--- src/inc/brw_pkg.sv ---
package brw_pkg;

	// ----------------------------------------------------------------
	// Command codes of the report words
	// ----------------------------------------------------------------
	localparam logic [7:0] BRW_CMD_FULL_TANK = 8'h10;
	localparam logic [7:0] BRW_CMD_MIN_NOW = 8'h11;
	localparam logic [7:0] BRW_CMD_MIN_SMOOTH = 8'h12;
	localparam logic [7:0] BRW_CMD_MIN_FULL = 8'h13;
	localparam logic [7:0] BRW_CMD_CHG_CUR = 8'h14;
	localparam logic [7:0] BRW_CMD_CHG_VOLT = 8'h15;
	localparam logic [7:0] BRW_CMD_FLAGS = 8'h16;

	// ----------------------------------------------------------------
	// Status word bit positions and error field
	// ----------------------------------------------------------------
	localparam int BRW_BIT_OVCHG = 15;
	localparam int BRW_BIT_TERM_CHG = 14;
	localparam int BRW_BIT_RSVD_HI = 13;
	localparam int BRW_BIT_OVTEMP = 12;
	localparam int BRW_BIT_TERM_DSG = 11;
	localparam int BRW_BIT_RSVD_LO = 10;
	localparam int BRW_BIT_LOW_CAP = 9;
	localparam int BRW_BIT_LOW_TIME = 8;
	localparam int BRW_BIT_INIT = 7;
	localparam int BRW_BIT_NOT_CHG = 6;
	localparam int BRW_BIT_FULL = 5;
	localparam int BRW_BIT_EMPTY = 4;
	localparam int BRW_ERR_LSB = 0;
	localparam int BRW_ERR_W = 3;

	localparam logic [2:0] BRW_ERR_OK = 3'h0;
	localparam logic [2:0] BRW_ERR_BUSY = 3'h1;
	localparam logic [2:0] BRW_ERR_RSVD_CMD = 3'h2;
	localparam logic [2:0] BRW_ERR_UNSUPPORTED = 3'h3;
	localparam logic [2:0] BRW_ERR_DENIED = 3'h4;
	localparam logic [2:0] BRW_ERR_OVERFLOW = 3'h5;
	localparam logic [2:0] BRW_ERR_BAD_SIZE = 3'h6;
	localparam logic [2:0] BRW_ERR_UNKNOWN = 3'h7;

	// ----------------------------------------------------------------
	// Values after reset and counts
	// ----------------------------------------------------------------
	localparam logic [15:0] BRW_NO_TIME = 16'hffff;
	localparam logic [15:0] BRW_WORD_RST = 16'h0000;
	localparam logic [2:0] BRW_ERR_RST = 3'h0;
	localparam logic [1:0] BRW_OVCHG_CLR_MAH = 2'h2;

	// ----------------------------------------------------------------
	// Carriers
	// ----------------------------------------------------------------
	typedef struct packed {
		logic [15:0] full_mah;
		logic [15:0] full_cwh;
		logic [15:0] left_mah;
		logic [15:0] left_cwh;
		logic [15:0] now_min_cur;
		logic [15:0] now_min_pwr;
		logic [15:0] avg_min_cur;
		logic [15:0] avg_min_pwr;
		logic [15:0] full_min;
		logic [15:0] chg_current;
		logic [15:0] chg_voltage;
	} brw_gauge_t;

	typedef struct packed {
		logic charging;
		logic discharging;
		logic primary_term;
		logic over_limit;
		logic idle_mah_tick;
		logic [15:0] temp;
		logic [15:0] ot_chg_set;
		logic [15:0] ot_chg_rst;
		logic [15:0] ot_dsg_set;
		logic [15:0] ot_dsg_rst;
		logic [15:0] voltage;
		logic [15:0] term_voltage;
		logic [15:0] suspend_low;
		logic cell_undervolt_flag;
		logic [7:0] rsoc;
		logic [7:0] full_clear_pct;
		logic flash_ok;
		logic empty_flag;
	} brw_cond_t;

	typedef struct packed {
		logic valid;
		logic write;
		logic [7:0] cmd;
	} brw_req_t;

endpackage : brw_pkg

--- src/brw_report_bank.sv ---
`timescale 1ns/10ps
module brw_report_bank
	import brw_pkg::*;
(
	input wire logic mclk,
	input wire logic rst_n,
	input wire logic energy_units,
	input wire logic update_tick,
	input wire brw_gauge_t gauge,
	input wire brw_cond_t cond,
	input wire logic [15:0] low_charge_threshold,
	input wire logic [15:0] low_minutes_threshold,
	input wire brw_req_t req,
	output logic resp_valid,
	output logic [15:0] resp_data,
	output logic alert_valid,
	output logic [15:0] alert_broadcast,
	output logic [15:0] status_word
);

	// ----------------------------------------------------------------
	// Report word snapshots, refreshed on the gauge update tick
	// ----------------------------------------------------------------
	logic [15:0] full_ff, nxt_full;
	logic [15:0] now_ff, nxt_now;
	logic [15:0] avg_ff, nxt_avg;
	logic [15:0] tofull_ff, nxt_tofull;
	logic [15:0] icur_ff, nxt_icur;
	logic [15:0] ivolt_ff, nxt_ivolt;
	logic [15:0] left_sel;
	logic [15:0] now_sel;
	logic [15:0] avg_sel;

	always_comb begin
		left_sel = energy_units ? gauge.left_cwh : gauge.left_mah;
		now_sel = energy_units ? gauge.now_min_pwr : gauge.now_min_cur;
		avg_sel = energy_units ? gauge.avg_min_pwr : gauge.avg_min_cur;
		nxt_full = full_ff;
		nxt_now = now_ff;
		nxt_avg = avg_ff;
		nxt_tofull = tofull_ff;
		nxt_icur = icur_ff;
		nxt_ivolt = ivolt_ff;
		if (update_tick) begin
			nxt_full = energy_units ? gauge.full_cwh : gauge.full_mah;
			nxt_now = cond.discharging ? now_sel : BRW_NO_TIME;
			nxt_avg = cond.discharging ? avg_sel : BRW_NO_TIME;
			nxt_tofull = cond.charging ? gauge.full_min : BRW_NO_TIME;
			// Zero stops the charger and all ones asks for a voltage source.
			nxt_icur = gauge.chg_current;
			nxt_ivolt = gauge.chg_voltage;
		end
	end

	always_ff @(posedge mclk or negedge rst_n) begin
		if (!rst_n) begin
			full_ff <= BRW_WORD_RST;
			now_ff <= BRW_NO_TIME;
			avg_ff <= BRW_NO_TIME;
			tofull_ff <= BRW_NO_TIME;
			icur_ff <= BRW_WORD_RST;
			ivolt_ff <= BRW_WORD_RST;
		end else begin
			full_ff <= nxt_full;
			now_ff <= nxt_now;
			avg_ff <= nxt_avg;
			tofull_ff <= nxt_tofull;
			icur_ff <= nxt_icur;
			ivolt_ff <= nxt_ivolt;
		end
	end

	// ----------------------------------------------------------------
	// Alarm and status flags
	// ----------------------------------------------------------------
	logic ovchg_ff, tchg_ff, otemp_ff, tdsg_ff, lcap_ff, ltime_ff, full_flag_ff;
	logic [1:0] idle_mah_ff, nxt_idle_mah;
	logic ov_set, ov_clr, tc_set, tc_clr, ot_set, ot_clr, td_set, td_clr;
	logic lc_set, lc_clr, lt_set, lt_clr, ff_set, ff_clr;

	always_comb begin
		nxt_idle_mah = idle_mah_ff;
		if (cond.charging) begin
			nxt_idle_mah = 2'h0;
		end else if (cond.idle_mah_tick && idle_mah_ff != BRW_OVCHG_CLR_MAH) begin
			nxt_idle_mah = idle_mah_ff + 2'h1;
		end
		ov_set = cond.over_limit;
		ov_clr = !cond.charging && idle_mah_ff == BRW_OVCHG_CLR_MAH;
		tc_set = cond.primary_term;
		tc_clr = !cond.charging;
		ot_set = (cond.charging && cond.temp >= cond.ot_chg_set) ||
			(cond.discharging && cond.temp >= cond.ot_dsg_set);
		ot_clr = cond.discharging ? (cond.temp < cond.ot_dsg_rst) :
			(cond.temp < cond.ot_chg_rst);
		td_set = (gauge.left_mah == 16'h0000) || (cond.voltage == cond.term_voltage) ||
			(cond.temp <= cond.suspend_low) || cond.cell_undervolt_flag;
		td_clr = (cond.voltage > cond.term_voltage) && (gauge.left_mah != 16'h0000) &&
			!cond.cell_undervolt_flag;
		// Units follow the mode bit so a mAh threshold never meets a cWh value.
		lc_set = left_sel < low_charge_threshold;
		lc_clr = !lc_set;
		// The run-time minute snapshots now_ff and avg_ff read all ones unless discharging, so charging clears.
		lt_set = now_ff < low_minutes_threshold;
		lt_clr = low_minutes_threshold < avg_ff;
		ff_set = cond.primary_term || cond.over_limit;
		ff_clr = cond.rsoc < cond.full_clear_pct;
	end

	always_ff @(posedge mclk or negedge rst_n) begin
		if (!rst_n) begin
			idle_mah_ff <= 2'h0;
		end else begin
			idle_mah_ff <= nxt_idle_mah;
		end
	end

	brw_sr_flag u_ovchg (
		.mclk(mclk),
		.rst_n(rst_n),
		.set_req(ov_set),
		.clr_req(ov_clr),
		.flag(ovchg_ff)
	);

	brw_sr_flag u_tchg (
		.mclk(mclk),
		.rst_n(rst_n),
		.set_req(tc_set),
		.clr_req(tc_clr),
		.flag(tchg_ff)
	);

	brw_sr_flag u_otemp (
		.mclk(mclk),
		.rst_n(rst_n),
		.set_req(ot_set),
		.clr_req(ot_clr),
		.flag(otemp_ff)
	);

	brw_sr_flag u_tdsg (
		.mclk(mclk),
		.rst_n(rst_n),
		.set_req(td_set),
		.clr_req(td_clr),
		.flag(tdsg_ff)
	);

	brw_sr_flag u_lcap (
		.mclk(mclk),
		.rst_n(rst_n),
		.set_req(lc_set),
		.clr_req(lc_clr),
		.flag(lcap_ff)
	);

	brw_sr_flag u_ltime (
		.mclk(mclk),
		.rst_n(rst_n),
		.set_req(lt_set),
		.clr_req(lt_clr),
		.flag(ltime_ff)
	);

	brw_sr_flag u_full (
		.mclk(mclk),
		.rst_n(rst_n),
		.set_req(ff_set),
		.clr_req(ff_clr),
		.flag(full_flag_ff)
	);

	// ----------------------------------------------------------------
	// Command port, error code and alert broadcast
	// ----------------------------------------------------------------
	logic [2:0] err_ff, nxt_err;
	logic [15:0] status_comb;
	logic [7:0] alarms_now, alarms_prev_ff;
	logic hit;
	logic resp_valid_ff, nxt_resp_valid;
	logic [15:0] resp_data_ff, nxt_resp_data;
	logic alert_valid_ff, nxt_alert_valid;
	logic [15:0] alert_ff, nxt_alert;

	always_comb begin
		status_comb = 16'h0000;
		status_comb[BRW_BIT_OVCHG] = ovchg_ff;
		status_comb[BRW_BIT_TERM_CHG] = tchg_ff;
		status_comb[BRW_BIT_RSVD_HI] = 1'b0;
		status_comb[BRW_BIT_OVTEMP] = otemp_ff;
		status_comb[BRW_BIT_TERM_DSG] = tdsg_ff;
		status_comb[BRW_BIT_RSVD_LO] = 1'b0;
		status_comb[BRW_BIT_LOW_CAP] = lcap_ff;
		status_comb[BRW_BIT_LOW_TIME] = ltime_ff;
		status_comb[BRW_BIT_INIT] = cond.flash_ok;
		status_comb[BRW_BIT_NOT_CHG] = !cond.charging;
		status_comb[BRW_BIT_FULL] = full_flag_ff;
		status_comb[BRW_BIT_EMPTY] = cond.empty_flag;
		status_comb[BRW_ERR_LSB +: BRW_ERR_W] = err_ff;
		alarms_now = status_comb[15:8];
		hit = req.cmd >= BRW_CMD_FULL_TANK && req.cmd <= BRW_CMD_FLAGS;
		nxt_err = err_ff;
		nxt_resp_valid = 1'b0;
		nxt_resp_data = resp_data_ff;
		if (req.valid) begin
			nxt_resp_valid = 1'b1;
			if (!hit) begin
				nxt_err = BRW_ERR_UNSUPPORTED;
				nxt_resp_data = 16'h0000;
			end else if (req.write) begin
				// All words here are read-only.
				nxt_err = BRW_ERR_DENIED;
				nxt_resp_data = 16'h0000;
			end else begin
				nxt_err = BRW_ERR_OK;
				case (req.cmd)
					BRW_CMD_FULL_TANK: nxt_resp_data = full_ff;
					BRW_CMD_MIN_NOW: nxt_resp_data = now_ff;
					BRW_CMD_MIN_SMOOTH: nxt_resp_data = avg_ff;
					BRW_CMD_MIN_FULL: nxt_resp_data = tofull_ff;
					BRW_CMD_CHG_CUR: nxt_resp_data = icur_ff;
					BRW_CMD_CHG_VOLT: nxt_resp_data = ivolt_ff;
					BRW_CMD_FLAGS: nxt_resp_data = status_comb;
					default: nxt_resp_data = 16'h0000;
				endcase
			end
		end
		// A broadcast goes out whenever a new alarm rises.
		nxt_alert_valid = |(alarms_now & ~alarms_prev_ff);
		nxt_alert = alert_ff;
		if (nxt_alert_valid) begin
			nxt_alert = {status_comb[15:BRW_ERR_W], BRW_ERR_UNKNOWN};
		end
	end

	always_ff @(posedge mclk or negedge rst_n) begin
		if (!rst_n) begin
			err_ff <= BRW_ERR_RST;
			alarms_prev_ff <= 8'h00;
			resp_valid_ff <= 1'b0;
			resp_data_ff <= BRW_WORD_RST;
			alert_valid_ff <= 1'b0;
			alert_ff <= BRW_WORD_RST;
		end else begin
			err_ff <= nxt_err;
			alarms_prev_ff <= alarms_now;
			resp_valid_ff <= nxt_resp_valid;
			resp_data_ff <= nxt_resp_data;
			alert_valid_ff <= nxt_alert_valid;
			alert_ff <= nxt_alert;
		end
	end

	assign resp_valid = resp_valid_ff;
	assign resp_data = resp_data_ff;
	assign alert_valid = alert_valid_ff;
	assign alert_broadcast = alert_ff;
	assign status_word = status_comb;

endmodule : brw_report_bank

// ----------------------------------------------------------------
// Set-dominant alarm flag
// ----------------------------------------------------------------
module brw_sr_flag
	import brw_pkg::*;
(
	input wire logic mclk,
	input wire logic rst_n,
	input wire logic set_req,
	input wire logic clr_req,
	output logic flag
);

	logic flag_ff, nxt_flag;

	// Set wins over clear, so an event in the clearing cycle is never lost.
	always_comb begin
		nxt_flag = flag_ff;
		if (set_req) begin
			nxt_flag = 1'b1;
		end else if (clr_req) begin
			nxt_flag = 1'b0;
		end
	end

	always_ff @(posedge mclk or negedge rst_n) begin
		if (!rst_n) begin
			flag_ff <= 1'b0;
		end else begin
			flag_ff <= nxt_flag;
		end
	end

	assign flag = flag_ff;

endmodule : brw_sr_flag

--- config.mk ---
export PLATFORM = sky130hd
export DESIGN_NAME = brw_report_bank
export DESIGN_NICKNAME = d
export VERILOG_FILES = /design/src/inc/brw_pkg.sv /design/src/brw_report_bank.sv
export SDC_FILE = /design/constraint.sdc
export NUM_CORES = 1
export LEC_CHECK = 0
export BUFFER_PORTS_ARGS = -buffer_cell sky130_fd_sc_hd__buf_2
export CAP_MARGIN = 40
export CORE_AREA = 5 5 164 166
export CTS_BUF_LIST = sky130_fd_sc_hd__clkbuf_2
export CTS_CLUSTER_SIZE = 14
export DETAILED_ROUTE_END_ITERATION = 12
export DIE_AREA = 0 0 169 171
export PLACE_DENSITY = 0.82
export SYNTH_ARGS = -nofsm -noshare
export SYNTH_HDL_FRONTEND = slang
export SYNTH_SLANG_ARGS = --single-unit
export TNS_END_PERCENT = 10
--- constraint.sdc ---
create_clock -name mclk -period 2.2 [get_ports mclk]
set_input_delay 0.11 -clock mclk [delete_from_list [all_inputs] [get_ports mclk]]
set_output_delay 0.11 -clock mclk [all_outputs]
set_load 0.03 [all_outputs]
==> flow_metrics.py <==
metrics = {
    "pwr": {
        "p_total_uw": 7600,
        "power.leakage_uw": 0.00820,
        "ir_drop_mv": 0.296,
        "pwr_density_cell_nw_per_um2": 480,
    },
    "logic_synthesis": {
        "yosysMostFrequentCell": "inv_1",
        "yosysTopAreaCell": "dfrtp_1",
        "ys_ff_latch": 142,
        "synth_ff_type": "dfrtp_1",
        "netlist_area_um2": 10600,
        "yosys.area.top_type_share": 0.222,
        "syn_area_per_cell_um2": 9.23,
        "synth_edf_count": 0,
        "synth_seq_area_share": 0.341,
        "synth_cell_types": 64,
        "synthArstFlopShare": 1.00,
        "syn_inst": 1147,
        "synth_warnings": 0,
        "synth_common_cells": "inv_1, ha_1, a21oi_1",
        "synthTopCellsByArea": "dfrtp_1, ha_1, dfstp_2",
    },
    "timing": {
        "slew_headroom": 0.572,
        "timing.final.ws_setup_ns": -0.0648,
        "period_needed_ns": 2.26,
        "fmax_mhz": 442,
        "post-route-period-util": 1.03,
        "tightestPinTransition_ns": 0.637,
        "fin_skew_ns": 0.0473,
        "finalMaxSlewViolations": 0,
        "finalHoldViolations": 0,
        "final-setup-viol-count": 2,
        "tns_ns": -0.105,
    },
    "die": {
        "initial_core_util": 0.415,
        "die_w_um": 169,
        "io_pins": 424,
        "rows": 59,
        "chipHeight_um": 171,
        "core_um2": 25500,
        "die_area_um2": 28900,
    },
    "job": {
        "maxCapViolCount": 0,
    },
    "placed_design": {
        "post_dp_cell_area_um2": 13000,
        "post-dp-hpwl_um": 31400,
        "io_buffers": 417,
        "gp_congestion": 0.991,
    },
    "detailed_routing": {
        "drtPass1Iterations": 9,
        "drcViolationCount": 0,
        "post_drt_wl_per_cell_um": 21.4,
        "routed_wl_um": 46100,
        "num_vias": 11800,
        "initialDrtViolationCount": 1323,
        "ant_nets": 0,
        "vias_per_cell": 5.48,
    },
    "final_layout": {
        "area_growth_syn_to_layout_pct": 49.7,
        "utilization": 0.622,
        "final_area_um2": 15800,
        "fillCellCount": 1991,
        "register_area_um2": 3610,
        "multi_input_area_um2": 5960,
        "layout-drive-gt1-share": 0.326,
        "nets": 2327,
    },
    "critical_path": {
        "regToRegSetupSlack_ns": 0.11,
        "rr_worst_depth": 8,
        "r2r-start": "avg_ff[5]",
        "worstPathArrival_ns": 2.97,
        "start_kind": "primary input",
        "end_kind": "register",
        "crit_fanout": 6,
        "timing.rr.end": "u_ltime.flag",
        "critPathKind": "primary input to register",
        "critPathRequiredTime_ns": 2.90,
    },
    "clocking": {
        "cts.clk_slew.worst_paths_ns": 0.22,
        "cts-root-buf": "clkbuf_2",
        "cts_num_sinks": 142,
        "clk_latency_ns": 0.77,
        "cts_tree": "done",
        "clockBufferDepth": 2,
        "h-tree-depth": 4,
        "cts_buffers": 17,
    },
    "min_path": {
        "hold_path_startpoint": "cond[46]",
        "hold_depth": 6,
        "hold_path.class": "primary input to register",
        "whs_endpoint": "u_tdsg.flag",
    },
    "global_routing": {
        "grt_max_degree": 72,
        "grt-ovfl-total": 0,
        "antenna_found_initial": 6,
        "grt_pass1_vias": 12300,
        "grt_first_pass_wirelength_um": 68500,
        "track_usage": 0.306,
    },
    "status": {
        "violations": "negative setup slack",
        "outcome": "finished, violations left",
    },
}
==> layout make-up <==
class	instances	share of cell area
antenna	4	0.000632
clock buffer	18	0.00569
clock inverter	14	0.0105
inverter	188	0.0445
multi-input combinational	761	0.376
sequential	142	0.228
tap	335	0.0265
timing repair buffer	696	0.308
==> state kept, by name (all words and copies together), names as in the netlist, 2 cells and up <==
signal / count
alarms_prev_ff: 6
alert_broadcast: 11
avg_ff: 16
err_ff: 2
full_ff: 16
icur_ff: 16
idle_mah_ff: 2
ivolt_ff: 16
now_ff: 16
resp_data: 16
tofull_ff: 16
==> where the power goes <==
part | leakage, µW | internal, µW | switching (µW)
Sequential | 0.00161 | 2950 | 257
Clock | 0.000150 | 639 | 1060
Combinational | 0.00644 | 1310 | 1390
Total | 0.00820 | 4900 | 2710
==> metrics by stage <==
stage,worst slack [ns],hold slack (ns),instances
after floorplan,0.0120,-0.186,1152
after global placement,0.215,0.0920,1865
after detailed placement,0.166,0.0898,1865
after CTS,0.0493,0.00650,2151
after global routing,-0.0266,0.00978,2158
final,-0.0648,0.0379,2158
==> worst max-delay path, cell delays in order <==
cell	delay [ns]
dlygate4sd3_1	0.52
buf_2	0.12
nand2b_4	0.06
or4_4	0.60
a21oi_4	0.20
nand3_1	0.10
dlygate4sd3_1	0.58
o21ai_0	0.09
dlygate4sd3_1	0.58
==> what timing repair did <==
action                                 4_1_cts  5_1_grt
resized for setup                            0        3
endpoints found under the hold margin      269        0
hold buffers                               254        0
setup buffers                                0        3
setup endpoints to repair                    0        3
==> worst max path at each step <==
stage                 start       endpoint  slack, ns  cells past startpoint
2_1_floorplan  energy_units    u_lcap.flag       0.01                     10
3_3_place_gp   energy_units    u_lcap.flag       0.22                      9
3_5_place_dp   energy_units    u_lcap.flag       0.17                      9
4_1_cts              req[3]      err_ff[2]       0.05                      8
5_1_grt              req[4]  resp_data[15]      -0.03                      9
6_report             req[4]      err_ff[2]      -0.06                      9
==> routing by layer <==
metal	part of all wire	vias up	track usage
met1	0.37	5484	0.354
li1	-	5332	-
met4	0.063	4	0.151
met3	0.084	237	0.0622
met5	0.00043	-	0
met2	0.48	770	0.541
==> cells by family (layout without fill, tap and decap cells) <==
family | count (synthesis) | in the layout | share of synthesized area
other cells | 1 | 10 | 0.000354
fa+ha+maj | 147 | 147 | 0.174
mux | 116 | 116 | 0.120
buf+inv | 249 | 916 | 0.0981
xor+xnor | 1 | 1 | 0.000828
flops | 142 | 142 | 0.341
compound gates | 287 | 287 | 0.172
simple gates | 204 | 204 | 0.0937
==> placed cells by master (no fill, tap or decap), drive strengths merged, types with 9 or more instances in the layout <==
| cell type | Yosys | final |
|---|---|---|
| mux2i | 59 | 59 |
| o22ai | 18 | 18 |
| and3 | 10 | 10 |
| dlygate4sd3 | 0 | 253 |
| nand3 | 9 | 9 |
| nor2 | 83 | 83 |
| a211oi | 19 | 19 |
| nand2b | 10 | 10 |
| mux2 | 54 | 54 |
| clkbuf | 24 | 18 |
| a21o | 24 | 24 |
| dfstp | 48 | 48 |
| inv | 187 | 189 |
| a21oi | 97 | 97 |
| dfrtp | 94 | 94 |
| buf | 37 | 443 |
| ha | 147 | 147 |
| nand4 | 18 | 18 |
| o21ai | 68 | 68 |
| nand2 | 39 | 39 |
| nor3 | 13 | 13 |
Note: power is estimated with default switching activity, not from simulation.
